<file path="config.mk">
export PLATFORM = sky130hd
export DESIGN_NAME = mcc_regs
export DESIGN_NICKNAME = d
export VERILOG_FILES = /design/src/mcc_pkg.sv /design/src/mcc_regs.sv
export SDC_FILE = /design/constraint.sdc
export NUM_CORES = 1
export LEC_CHECK = 0
export BUFFER_PORTS_ARGS = -buffer_cell sky130_fd_sc_hd__buf_2
export CAP_MARGIN = 15
export CORE_ASPECT_RATIO = 1.4
export CORE_MARGIN = 3
export CORE_UTILIZATION = 50
export CTS_BUF_LIST = sky130_fd_sc_hd__clkbuf_4
export DETAILED_ROUTE_END_ITERATION = 10
export MAX_ROUTING_LAYER = met4
export PLACE_DENSITY = 0.8
export SYNTH_ARGS = -nofsm -noshare
export SYNTH_HDL_FRONTEND = slang
export SYNTH_SLANG_ARGS = --single-unit
</file>
<file path="constraint.sdc">
create_clock -name clk_sys_i -period 13.1 [get_ports clk_sys_i]
set_input_delay 0 -clock clk_sys_i [delete_from_list [all_inputs] [get_ports clk_sys_i]]
set_output_delay 0 -clock clk_sys_i [all_outputs]
set_load 0.05 [all_outputs]
</file>
<file path="src/mcc_pkg.sv">
package mcc_pkg;
    // ----------------------------------------
    // register map (word addresses, byte addr = 4 * index)
    // ----------------------------------------
    localparam logic [3:0] REG_TIMER = 4'h0;
    localparam logic [3:0] REG_PREV_CAP = 4'h1;
    localparam logic [3:0] REG_CURR_CAP = 4'h2;
    localparam logic [3:0] REG_NEXT_CMP = 4'h3;
    localparam logic [3:0] REG_WEIGHT = 4'h4;
    localparam logic [3:0] REG_PRESCALE = 4'h5;
    localparam logic [3:0] REG_INT_MASK = 4'h6;
    localparam logic [3:0] REG_INT_STAT = 4'h7;
    localparam logic [3:0] REG_CTRL_A = 4'h8;
    localparam logic [3:0] REG_CTRL_B = 4'h9;
    localparam logic [3:0] REG_PHASE = 4'ha;
    localparam int ADDR_W = 6;
    localparam logic [7:0] RESET_BYTE = 8'h00;
    localparam logic [31:0] UNMAPPED_DATA = 32'h0000_0000;

    // ----------------------------------------
    // field positions
    // ----------------------------------------
    localparam int MASK_HYST = 7;
    localparam int MASK_CLOOP = 6;
    localparam int MASK_DEMAG = 1;
    localparam int CTRL_OE = 7;
    localparam int CTRL_CLR = 6;
    localparam int CTRL_SENSOR = 5;
    localparam int CTRL_DIRECT = 4;
    localparam int CTRL_CURMODE = 3;
    localparam int CTRL_AUTOSW = 2;
    localparam int CTRL_FILTER = 1;
    localparam int CTRL_CAPSEL = 0;
    localparam int CTRLB_HWDEM = 4;
    localparam int CTRLB_SWDEM = 3;
    localparam int CTRLB_ALTPWM = 2;
    // status bit positions: incr, decr, ovf, estop, zc, demag, comm
    localparam int ST_INC = 6;
    localparam int ST_DEC = 5;
    localparam int ST_OVF = 4;
    localparam int ST_EST = 3;
    localparam int ST_ZC = 2;
    localparam int ST_DEM = 1;
    localparam int ST_COM = 0;
    localparam int WEIGHT_SHIFT = 5; // divide by 32

    // ----------------------------------------
    // carriers
    // ----------------------------------------
    typedef struct packed {
        logic incr;
        logic decr;
        logic overflow;
        logic estop;
        logic zero_cross;
        logic demag_end;
        logic commutation;
    } mcc_events_t;

    typedef struct packed {
        logic [5:0] level;
        logic [5:0] oe_n;
    } mcc_phase_out_t;

    typedef enum logic [1:0] {
        BUS_IDLE = 2'b01,
        BUS_ACK = 2'b10
    } mcc_bus_state_t;
endpackage

</file>
<file path="src/mcc_regs.sv">
// Our own choices: register access over Avalon-MM and the placing of the registers.
`timescale 1ns/10ps
// Notes on behaviour
// - autoswitched: zero-crossing loads next compare with capture times weight over 32
// - capture operand select: 0 previous capture, 1 current capture
// - upper prescale nibble holds the current-mode sampling ratio
// - lower prescale nibble is step ratio, counts up on increment, down on decrement
// - mask bit 7 reads the hysteresis comparator, read only
// - mask bit 6 reads the current-loop comparator, read only
// - mask bits 5..0 enable ratio, overflow, estop, crossing, demag, commutation
// - demag interrupt needs its mask bit and hardware or software demag enable
// - status bit 7 always reads zero
// - status bits 6..0 are pending flags, 1 means pending
// - switched mode increment flag: step up at commutation, timers shift right
// - switched mode decrement flag: step down at commutation, timers shift left
// - output enable clear: outputs high impedance and unit clocks stopped
// - writing 1 to the clear bit resets all unit registers
// - sensor select: 0 sensorless both phases, 1 sensor ignoring alternate pwm
// - without direct access, preloaded registers transfer at commutation
// - direct access: phase writes drive outputs statically, preloads at once, timer stops
// - stopped clock keeps timer value, timer stays writable
// - current-mode select: 0 voltage, 1 current mode
// - auto-switch: 0 next compare writable, 1 next compare read only
// - filter bit enables the current feedback filter
// - interrupts need their enable and a clear global processor mask
module mcc_regs (
    input wire logic clk_sys_i,
    input wire logic sys_rst_i,
    input wire logic [mcc_pkg::ADDR_W-1:0] avs_address_i,
    input wire logic avs_read_i,
    input wire logic avs_write_i,
    input wire logic [31:0] avs_writedata_i,
    input wire logic [3:0] avs_byteenable_i,
    output logic [31:0] avs_readdata_o,
    output logic avs_waitrequest_o,
    input wire logic hyst_comp_i,
    input wire logic cloop_comp_i,
    input wire logic global_mask_i,
    input wire logic zero_cross_i,
    input wire logic [7:0] zero_cross_capture_i,
    input wire logic commutation_i,
    input wire logic demag_end_i,
    input wire logic estop_i,
    input wire logic ratio_inc_i,
    input wire logic ratio_dec_i,
    output mcc_pkg::mcc_phase_out_t phase_o,
    output logic [5:0] irq_req_o,
    output logic unit_clk_en_o,
    output logic timer_shift_right_o,
    output logic timer_shift_left_o,
    output logic sensor_mode_o,
    output logic alt_pwm_o,
    output logic current_mode_o,
    output logic filter_en_o,
    output logic [3:0] sampling_ratio_o
);
    import mcc_pkg::*;

    // ----------------------------------------
    // state
    // ----------------------------------------
    typedef struct packed {
        mcc_bus_state_t bus;
        logic [31:0] rdata;
        logic [7:0] timer;
        logic [7:0] prev_cap;
        logic [7:0] curr_cap;
        logic [7:0] next_cmp;
        logic [7:0] weight;
        logic [7:0] prescale;
        logic [5:0] mask;
        logic [6:0] status;
        logic [7:0] ctrl_a;
        logic [7:0] ctrl_b;
        logic [7:0] ctrl_b_pre;
        logic [7:0] phase;
        logic [7:0] phase_pre;
        mcc_phase_out_t pins;
        logic [5:0] irq;
        logic clk_en;
        logic shr;
        logic shl;
        logic sensor;
        logic altpwm;
        logic curmode;
        logic filt;
        logic [3:0] sratio;
    } mcc_state_t;

    mcc_state_t st_r;
    mcc_state_t st_nxt;

    // weight product scaled by 1/32
    function automatic logic [10:0] scale_product(input logic [7:0] a, input logic [7:0] b);
        logic [15:0] p;
        p = {8'h00, a} * {8'h00, b};
        return p[15:WEIGHT_SHIFT];
    endfunction

    // byte lane 0 merge
    function automatic logic [7:0] lane0(input logic [7:0] old, input logic [31:0] wd,
                                         input logic [3:0] be);
        return be[0] ? wd[7:0] : old;
    endfunction

    logic wr_acc;
    logic rd_acc;
    logic [3:0] widx;
    logic [10:0] prod;
    logic [7:0] wbyte;
    logic [6:0] hw_set;

    // ----------------------------------------
    // next state
    // ----------------------------------------
    always_comb begin
        st_nxt = st_r;
        widx = avs_address_i[5:2];
        wr_acc = (st_r.bus == BUS_ACK) && avs_write_i; // write lands at the ack edge only
        rd_acc = (st_r.bus == BUS_IDLE) && avs_read_i;
        wbyte = avs_writedata_i[7:0];
        prod = scale_product(st_r.ctrl_a[CTRL_CAPSEL] ? st_r.curr_cap : st_r.prev_cap,
                             st_r.weight);
        // hardware set events of this cycle, in status bit order
        hw_set = {ratio_inc_i, ratio_dec_i,
                  zero_cross_i && st_r.ctrl_a[CTRL_AUTOSW] && (prod > 11'h0ff),
                  estop_i, zero_cross_i, demag_end_i, commutation_i};

        // one wait cycle, then ack
        st_nxt.bus = ((st_r.bus == BUS_IDLE) && (avs_write_i || avs_read_i)) ? BUS_ACK
            : BUS_IDLE;

        // capture chain on zero crossing
        if (zero_cross_i) begin
            st_nxt.prev_cap = st_r.curr_cap;
            st_nxt.curr_cap = zero_cross_capture_i;
            st_nxt.status[ST_ZC] = 1'b1;
            if (st_r.ctrl_a[CTRL_AUTOSW]) begin
                if (prod > 11'h0ff) begin
                    st_nxt.status[ST_OVF] = 1'b1;
                    st_nxt.next_cmp = 8'hff;
                end else begin
                    st_nxt.next_cmp = prod[7:0];
                end
            end
        end

        // timer counts only with clock running, else holds
        if (st_r.clk_en) begin
            st_nxt.timer = st_r.timer + 8'h01;
        end

        // step ratio update
        st_nxt.shr = 1'b0;
        st_nxt.shl = 1'b0;
        if (st_r.ctrl_a[CTRL_AUTOSW]) begin
            if (ratio_inc_i) begin
                st_nxt.prescale[3:0] = st_r.prescale[3:0] + 4'h1;
                st_nxt.status[ST_INC] = 1'b1;
            end else if (ratio_dec_i) begin
                st_nxt.prescale[3:0] = st_r.prescale[3:0] - 4'h1;
                st_nxt.status[ST_DEC] = 1'b1;
            end
        end else begin
            if (ratio_inc_i) begin
                st_nxt.status[ST_INC] = 1'b1;
            end
            if (ratio_dec_i) begin
                st_nxt.status[ST_DEC] = 1'b1;
            end
        end

        if (commutation_i) begin
            st_nxt.status[ST_COM] = 1'b1;
            if (!st_r.ctrl_a[CTRL_AUTOSW] && st_r.status[ST_INC]) begin
                st_nxt.prescale[3:0] = st_r.prescale[3:0] + 4'h1;
                st_nxt.timer = {1'b0, st_r.timer[7:1]};
                st_nxt.shr = 1'b1;
                st_nxt.status[ST_INC] = ratio_inc_i;
            end else if (!st_r.ctrl_a[CTRL_AUTOSW] && st_r.status[ST_DEC]) begin
                st_nxt.prescale[3:0] = st_r.prescale[3:0] - 4'h1;
                st_nxt.timer = {st_r.timer[6:0], 1'b0};
                st_nxt.shl = 1'b1;
                st_nxt.status[ST_DEC] = ratio_dec_i;
            end
            if (!st_r.ctrl_a[CTRL_DIRECT]) begin
                st_nxt.ctrl_b = st_r.ctrl_b_pre;
                st_nxt.phase = st_r.phase_pre;
            end
        end
        if (estop_i) begin
            st_nxt.status[ST_EST] = 1'b1;
        end
        if (demag_end_i) begin
            st_nxt.status[ST_DEM] = 1'b1;
        end

        // register writes; hardware sets win over software clears
        if (wr_acc && avs_byteenable_i[0]) begin
            unique case (widx)
                REG_TIMER: st_nxt.timer = wbyte;
                REG_PREV_CAP: st_nxt.prev_cap = wbyte;
                REG_CURR_CAP: st_nxt.curr_cap = wbyte;
                REG_NEXT_CMP: begin
                    if (!st_r.ctrl_a[CTRL_AUTOSW]) begin
                        st_nxt.next_cmp = wbyte;
                    end
                end
                REG_WEIGHT: st_nxt.weight = wbyte;
                REG_PRESCALE: st_nxt.prescale = wbyte;
                REG_INT_MASK: st_nxt.mask = wbyte[5:0];
                REG_INT_STAT: st_nxt.status = (wbyte[6:0] & st_nxt.status) | hw_set;
                REG_CTRL_A: st_nxt.ctrl_a = {wbyte[7], 1'b0, wbyte[5:0]};
                REG_CTRL_B: begin
                    st_nxt.ctrl_b_pre = wbyte;
                    if (st_r.ctrl_a[CTRL_DIRECT]) begin
                        st_nxt.ctrl_b = wbyte;
                    end
                end
                REG_PHASE: begin
                    st_nxt.phase_pre = wbyte;
                    if (st_r.ctrl_a[CTRL_DIRECT]) begin
                        st_nxt.phase = wbyte;
                    end
                end
                default: ;
            endcase
        end

        // read mux
        st_nxt.rdata = st_r.rdata;
        if (rd_acc) begin
            unique case (widx)
                REG_TIMER: st_nxt.rdata = {24'h0, st_r.timer};
                REG_PREV_CAP: st_nxt.rdata = {24'h0, st_r.prev_cap};
                REG_CURR_CAP: st_nxt.rdata = {24'h0, st_r.curr_cap};
                REG_NEXT_CMP: st_nxt.rdata = {24'h0, st_r.next_cmp};
                REG_WEIGHT: st_nxt.rdata = {24'h0, st_r.weight};
                REG_PRESCALE: st_nxt.rdata = {24'h0, st_r.prescale};
                REG_INT_MASK: st_nxt.rdata = {24'h0, hyst_comp_i, cloop_comp_i,
                                              st_r.mask};
                REG_INT_STAT: st_nxt.rdata = {24'h0, 1'b0, st_r.status};
                REG_CTRL_A: st_nxt.rdata = {24'h0, st_r.ctrl_a};
                REG_CTRL_B: st_nxt.rdata = {24'h0, st_r.ctrl_b_pre};
                REG_PHASE: st_nxt.rdata = {24'h0, st_r.phase_pre};
                default: st_nxt.rdata = UNMAPPED_DATA;
            endcase
        end

        // clocks run only with outputs on and no direct access
        st_nxt.clk_en = st_nxt.ctrl_a[CTRL_OE] && !st_nxt.ctrl_a[CTRL_DIRECT];

        // output pins
        st_nxt.pins.level = st_nxt.phase[5:0];
        st_nxt.pins.oe_n = st_nxt.ctrl_a[CTRL_OE] ? 6'h00 : 6'h3f;

        // interrupt requests per source
        st_nxt.irq[5] = (st_nxt.status[ST_INC] | st_nxt.status[ST_DEC]) & st_nxt.mask[5];
        st_nxt.irq[4:2] = st_nxt.status[ST_OVF:ST_ZC] & st_nxt.mask[4:2];
        st_nxt.irq[1] = st_nxt.status[ST_DEM] & st_nxt.mask[MASK_DEMAG]
            & (st_nxt.ctrl_b[CTRLB_HWDEM] | st_nxt.ctrl_b[CTRLB_SWDEM]);
        st_nxt.irq[0] = st_nxt.status[ST_COM] & st_nxt.mask[0];
        if (global_mask_i) begin
            st_nxt.irq = 6'h00;
        end

        st_nxt.sensor = st_nxt.ctrl_a[CTRL_SENSOR];
        st_nxt.altpwm = st_nxt.ctrl_b[CTRLB_ALTPWM] & ~st_nxt.ctrl_a[CTRL_SENSOR];
        st_nxt.curmode = st_nxt.ctrl_a[CTRL_CURMODE];
        st_nxt.filt = st_nxt.ctrl_a[CTRL_FILTER];
        st_nxt.sratio = st_nxt.prescale[7:4];

        // soft clear of every unit register
        if (wr_acc && avs_byteenable_i[0] && widx == REG_CTRL_A && wbyte[CTRL_CLR]) begin
            st_nxt = '0;
            st_nxt.bus = BUS_IDLE;
            st_nxt.pins.oe_n = 6'h3f;
        end
    end

    // ----------------------------------------
    // registers
    // ----------------------------------------
    always_ff @(posedge clk_sys_i or posedge sys_rst_i) begin
        if (sys_rst_i) begin
            st_r <= '0;
            st_r.bus <= BUS_IDLE;
            st_r.pins.oe_n <= 6'h3f;
        end else begin
            st_r <= st_nxt;
        end
    end

    assign avs_readdata_o = st_r.rdata;
    assign avs_waitrequest_o = (st_r.bus == BUS_IDLE);
    assign phase_o = st_r.pins;
    assign irq_req_o = st_r.irq;
    assign unit_clk_en_o = st_r.clk_en;
    assign timer_shift_right_o = st_r.shr;
    assign timer_shift_left_o = st_r.shl;
    assign sensor_mode_o = st_r.sensor;
    assign alt_pwm_o = st_r.altpwm;
    assign current_mode_o = st_r.curmode;
    assign filter_en_o = st_r.filt;
    assign sampling_ratio_o = st_r.sratio;
endmodule

</file>
==> results of run 1 <==
[cells in the mapped netlist (3+ instances only)]
| master | instances |
|---|---|
| clkbuf_1 | 45 |
| nand2b_1 | 17 |
| o21ai_0 | 40 |
| a21oi_1 | 49 |
| xor2_1 | 7 |
| fa_1 | 35 |
| buf_1 | 13 |
| a211o_1 | 4 |
| ha_1 | 36 |
| o32ai_1 | 3 |
| xnor2_1 | 7 |
| and3_1 | 6 |
| nand3b_1 | 3 |
| o22ai_1 | 5 |
| o31ai_1 | 3 |
| a22o_1 | 7 |
| mux2_2 | 9 |
| nand4_1 | 6 |
| nand3_1 | 24 |
| a31oi_1 | 21 |
| nor2_1 | 110 |
| nor2b_1 | 48 |
| nand2_1 | 85 |
| o21a_1 | 4 |
| nor3_1 | 13 |
| a221oi_1 | 3 |
| a211oi_1 | 33 |
| o211ai_1 | 9 |
| and2b_1 | 5 |
| buf_4 | 55 |
| a22oi_1 | 17 |
| dfrtp_1 | 112 |
| nor4_1 | 8 |
| a21o_1 | 3 |
| inv_1 | 55 |
| mux2i_1 | 62 |
[worst min-delay path, stage by stage]
cell and delay, ps:
buf_2 250, nor2_1 190, a311oi_1 100
[stage by stage]
stage / utilization / instances / power [uW]
floorplan: - / 1035 / 834
global placement: 0.521 / 1230 / 915
detailed placement: 0.521 / 1230 / 927
CTS: 0.555 / 1292 / 1200
global route: 0.556 / 1293 / 1280
finish: 0.556 / 1293 / 1210
[timing repair]
action                                  4_1_cts  5_1_grt
endpoints found under the hold margin       154        0
buffers inserted                              0        0
endpoints found under the setup margin        0        0
gates resized for setup                       0        0
hold buffers                                 32        0
[registers in the layout, indices dropped and copies added, names as in the netlist]
register	count
sampling_ratio_o	3
avs_readdata_o	8
timer_shift_right_o	1
timer_shift_left_o	1
irq_req_o	6
st_r	87
alt_pwm_o	1
phase_o	6
unit_clk_en_o	1
[cells by family (layout without fill, tap and decap cells)]
logic type | Yosys count | in the layout | share of synthesized area
adder cells (fa/ha/maj) | 71 | 71 | 0.128
XOR/XNOR | 15 | 15 | 0.0155
multiplexers | 74 | 74 | 0.0879
other | 1 | 25 | 0.000418
AND/OR/NAND/NOR | 337 | 337 | 0.182
buffers and inverters | 173 | 194 | 0.0966
flip-flops | 114 | 114 | 0.318
AO/OA/AOI/OAI | 227 | 227 | 0.172
[power breakdown]
| group | leakage, uW | internal, uW | switching (uW) |
|---|---|---|---|
| clock network | 0.000151 | 130 | 141 |
| logic | 0.00293 | 164 | 280 |
| registers | 0.00148 | 413 | 85.1 |
| total | 0.00455 | 708 | 506 |
[per-layer routing]
metal  vias up  share of wire
met5         -              0
met4         0          0.068
met3       125          0.065
met2       416           0.50
met1      3788           0.36
li1       3536              -
[worst max-delay path by stage]
| stage | to | cells past startpoint |
|---|---|---|
| after detailed placement | st_r[101] | 17 |
| after global placement | irq_req_o[4] | 17 |
| final | irq_req_o[4] | 17 |
| after global routing | st_r[103] | 17 |
| after CTS | irq_req_o[4] | 17 |
| after floorplan | st_r[100] | 18 |
[final cells by class]
cell class | instances | area (sq um)
clock buffer | 18 | 135
tap | 236 | 295
fill | 1571 | 7770
multi-input combinational | 748 | 5350
clock inverter | 12 | 143
timing repair buffer | 108 | 713
antenna | 1 | 2.50
sequential | 114 | 2860
inverter | 56 | 213
==> impl_metrics.ini, run 1 <==
[route]
via_per_inst = 6.08
drt_wl_total_mm = 26.2
dr.pass1.iters = 6
detail_route.wl_per_cell_um = 20.2
drtAntennaViolNets = 0
via_count = 7865
drt_iter0_drc = 835
drc = 0

[grt]
use_met2 = 0.479
busiest_layer = met2
track_usage = 0.280
grt_overflow = 0
grt_max_degree = 76
grtUsageMet3 = 0.0370
first_global_vias = 7795
antenna_found_initial = 1
grt_use_met1 = 0.311
grt_pass1_wl_mm = 41.8

[die]
die_height_um = 165
rows = 57
start_util = 0.514
die-area_sq_um = 19600
core_region_area_sq_um = 17500
pin_count = 125
die_w_um = 119

[critical_path]
criticalPathCategory = reg2reg
startpoint = st_r[61]
cp.arrival_ps = 6830
max_stage_delay_ps = 820
r2r_cells = 17
r2r-end = irq_req_o[4]
cp_common_cell = fa_1
rrSetupSlack_ps = 6660
worstPathMaxFanout = 10
required_ps = 13490
cp_cell_sequence = mux2i_1 > nand2b_1 > fa_1 > fa_1 > inv_1 > fa_1 > inv_1 > fa_1 > inv_1 > ha_1 > a211oi_1 > o21ai_0 > o211ai_1 > o221a_2 > o211ai_1 > o311ai_4 > a2111oi_2
cp-start-kind = register
cp_num_buf_inv = 3
crit_family = adder cells
cp_slowest_cell = mux2i_1
r2r_start = st_r[61]
endpoint_kind = register

[finish]
drive_above_1_share = 0.126
syn2layout_area_growth_pct = 8.11
final_area_sq_um = 9710
mostFrequentLayoutCell = dfrtp_1
nets = 1179
final_cell_mix = dfrtp_1, nor2_1, nand2_1

[timing]
relSlewSlack = 0.168
fin_crit_sh = 0.492
fin_crit_ps = 6440
maxSlewViolCount = 0
worst_pin_slew_ps = 1240
finalHoldWorstSlack_ps = 34.5
rsz0062_at_grt = no
fin_skew_ps = 13.1
max_freq_ghz = 0.155
setup_tns_ps = 0
setup_ws_ps = 6660
hold_viol_final = 0
setup_viol = 0

[synth]
synth-edff-count = 0
async_flop_share = 1.00
synth_top_flop_cell = dfrtp_1
synth_seq_cells = 114
yosysTopAreaCell = dfrtp_1
synth_cells = 1012
yosys_warnings = 0
yosys.cell_types.count = 74
synth_area_per_cell_sq_um = 8.87
netlist.area_leader.share = 0.312
yosysSeqAreaShare = 0.318
syn-cell-area_sq_um = 8980
synth_area_leaders = dfrtp_1, fa_1, mux2i_1, ha_1, buf_4

[placed_design]
pre_cts_ws_ps = 6770
io_buffers = 71
gp_congestion = 0.998
dpl-instance-area_sq_um = 9110
dp_hpwl_mm = 18.1

[clock_network]
clk_latency_ps = 550
cts_buffer_depth = 2
clk_pin_slew_ps = 110
cts.sinks = 114
numCtsBuffers = 17
cts-root-buf = clkbuf_4
cts_tree = done
htreeDepth = 4

[power_and_ir_drop]
p_leak_uw = 0.00455
ir_drop_uv = 130
power_per_cell_area_nw_per_um2 = 125

[worst_hold_path]
holdPathEnd = st_r[96]
worst_hold_startpoint = avs_address_i[5]
hold-path-cell-count = 3
hold_class = in2reg

[job]
cap_violations = 0

[outcome]
status = finished clean
(Power assumes the default switching activity.)
==> run 2, diff against run 1 <==
ABC_AREA = 1   (was default)
clock period = 6.1 ns   (was 13.1 ns; I/O delays follow)
==> run 2 against run 1 <==
Global-route usage rose by 1.0 points; critical path depth rose by 1; wire length fell by 2.1%; sequential share of layout area rose by 1.3 points; maximum frequency rose by 17%.
==> impl_metrics.ini, run 2 <==
[synth]
yosys.cell_types.count = 55
synth_top_flop_cell = dfrtp_1
synth_fa_ha_area_frac = 0.136
synth_top_family_by_area = compound AO/OA/AOI/OAI gates
synth_seq_cells = 114
synth_compound_area_frac = 0.193
synth_mux_area_frac = 0
yosys.area_share.simple = 0.181
synth_most_common_cell = nand2_1
yosysTopAreaCell = dfrtp_1
syn-cell-area_sq_um = 8450
synth_area_per_cell_sq_um = 7.79
async_flop_share = 1.00
netlist.area_leader.share = 0.332
synth_xor_area_frac = 0.0104
yosysSeqAreaShare = 0.338
synth_cells = 1085
synth_area_leaders = dfrtp_1, fa_1, nand2_1, inv_1, o21ai_0
yosys_warnings = 0
synth_common_cells = nand2_1, inv_1, nor2_1
synth-edff-count = 0

[clock_network]
cts_setup_buffers = 0
cts_tree = done
numCtsBuffers = 17
htreeDepth = 4
clk_pin_slew_ps = 120
cts-root-buf = clkbuf_4
post_cts_resize_count = 0
cts_buffer_depth = 2
clk_latency_ps = 560
cts.sinks = 114

[die]
die_height_um = 160
die_w_um = 116
die-area_sq_um = 18500
start_util = 0.516
rows = 55
pin_count = 125
core_region_area_sq_um = 16400

[placed_design]
dp_hpwl_mm = 19.4
gp_congestion = 1.00
pre_cts_ws_ps = 662
io_buffers = 71

[route]
drt_wl_total_mm = 25.6
drtAntennaViolNets = 0
drc = 0
via_count = 7869
drt_iter0_drc = 767
dr.pass1.iters = 7
detail_route.wl_per_cell_um = 18.8
via_per_inst = 5.77

[grt]
grt_overflow = 0
grt_pass1_wl_mm = 40.5
busiest_layer = met2
use_met2 = 0.472
grt_max_degree = 80
grtUsageMet3 = 0.0546
antenna_found_initial = 1
track_usage = 0.290
grt_use_met1 = 0.328
first_global_vias = 7732

[finish]
syn2layout_area_growth_pct = 9.91
fillCellCount = 1511
largest_reg_flops = 87
largest-register = st_r
mostFrequentLayoutCell = nand2_1
nets = 1287
drive_above_1_share = 0.118
final_cell_mix = nand2_1, inv_1, nor2_1

[timing]
hold_viol_final = 0
setup_ws_ps = 602
rsz0062_at_grt = no
setup_viol = 0
fin_crit_sh = 0.901
maxSlewViolCount = 0
fin_skew_ps = 26.9
relSlewSlack = 0.337
worst_pin_slew_ps = 995
setup_tns_ps = 0
max_freq_ghz = 0.182
fin_crit_ps = 5500

[critical_path]
r2r_cells = 18
endpoint_kind = register
cp-start-kind = register
cp.arrival_ps = 5910
worstPathMaxFanout = 18
required_ps = 6510
criticalPathCategory = reg2reg

[job]
cap_violations = 0

[worst_hold_path]
hold_class = in2async

[outcome]
status = finished clean
run 2: stage by stage:
stage          utilization  hold WS [ps]  instance area, sq um  std cells
6_report             0.567          3.85                  9290       1364
5_1_grt              0.567          34.5                  9290       1364
4_1_cts              0.567          15.0                  9280       1363
3_5_place_dp         0.527          56.7                  8640       1301
3_3_place_gp         0.527          45.8                  8640       1301
2_1_floorplan            -          72.0                  8540       1108
run 2: kinds of logic (layout without fill, tap and decap cells):
group,count (synthesis),count (layout)
xor gates and xnor gates,10,10
adders and majority gates,71,71
DFF,114,114
AOI/OAI and AO/OA,276,276
other,1,25
and+or+nand+nor,357,357
buffers and inverters,256,312
run 2: repair_timing:
action                                  CTS  global route
hold buffers                             32             0
endpoints found under the setup margin    0             0
endpoints found under the hold margin   114             0
run 2: path summary, 6_finish.rpt:
kind                              startpoint  slack [ps]           endpoint
hold / removal                     sys_rst_i           4          st_r[110]
hold reg to reg            avs_readdata_o[7]         520  avs_readdata_o[7]
min in group clk_sys_i      avs_address_i[4]          50  avs_readdata_o[0]
setup / recovery                    st_r[61]         600           st_r[99]
setup reg to reg                    st_r[61]         600           st_r[99]
max in group asynchronous          sys_rst_i        4710       irq_req_o[3]
run 2: layer usage:
metal / routed length [um] / vias to the layer above
met5: 0 / -
met4: 1780 / 0
met3: 1830 / 127
met2: 12800 / 391
met1: 9260 / 3700
li1: - / 3651
run 2: area by class of cell:
class	instances	area [sq um]	share of cell area
Timing Repair Buffer	107	706	0.0760
Antenna cell	1	2.50	0.000269
Sequential cell	114	2860	0.307
Tap cell	199	249	0.0268
Multi-Input combinational cell	738	4490	0.483
Inverter	175	659	0.0710
Clock buffer	18	135	0.0146
Clock inverter	12	190	0.0205
run 2: worst max-delay path, stage by stage (launching register included):
cell and delay (ps):
dfrtp_1 700, o21ai_1 400, or2_2 400, fa_1 490
fa_1 490, inv_1 50, fa_1 530, inv_1 60
fa_1 570, inv_1 50, ha_1 350, a21oi_1 190
o21ai_0 140, a21oi_1 200, nand3b_1 90, nand2_1 70
nand2_1 80, o21ai_4 340, a21oi_1 130
Power of run 2 is left out: the tool's default activity adds up to more than one toggle a clock period on the data nets, which glitch-free logic cannot reach.
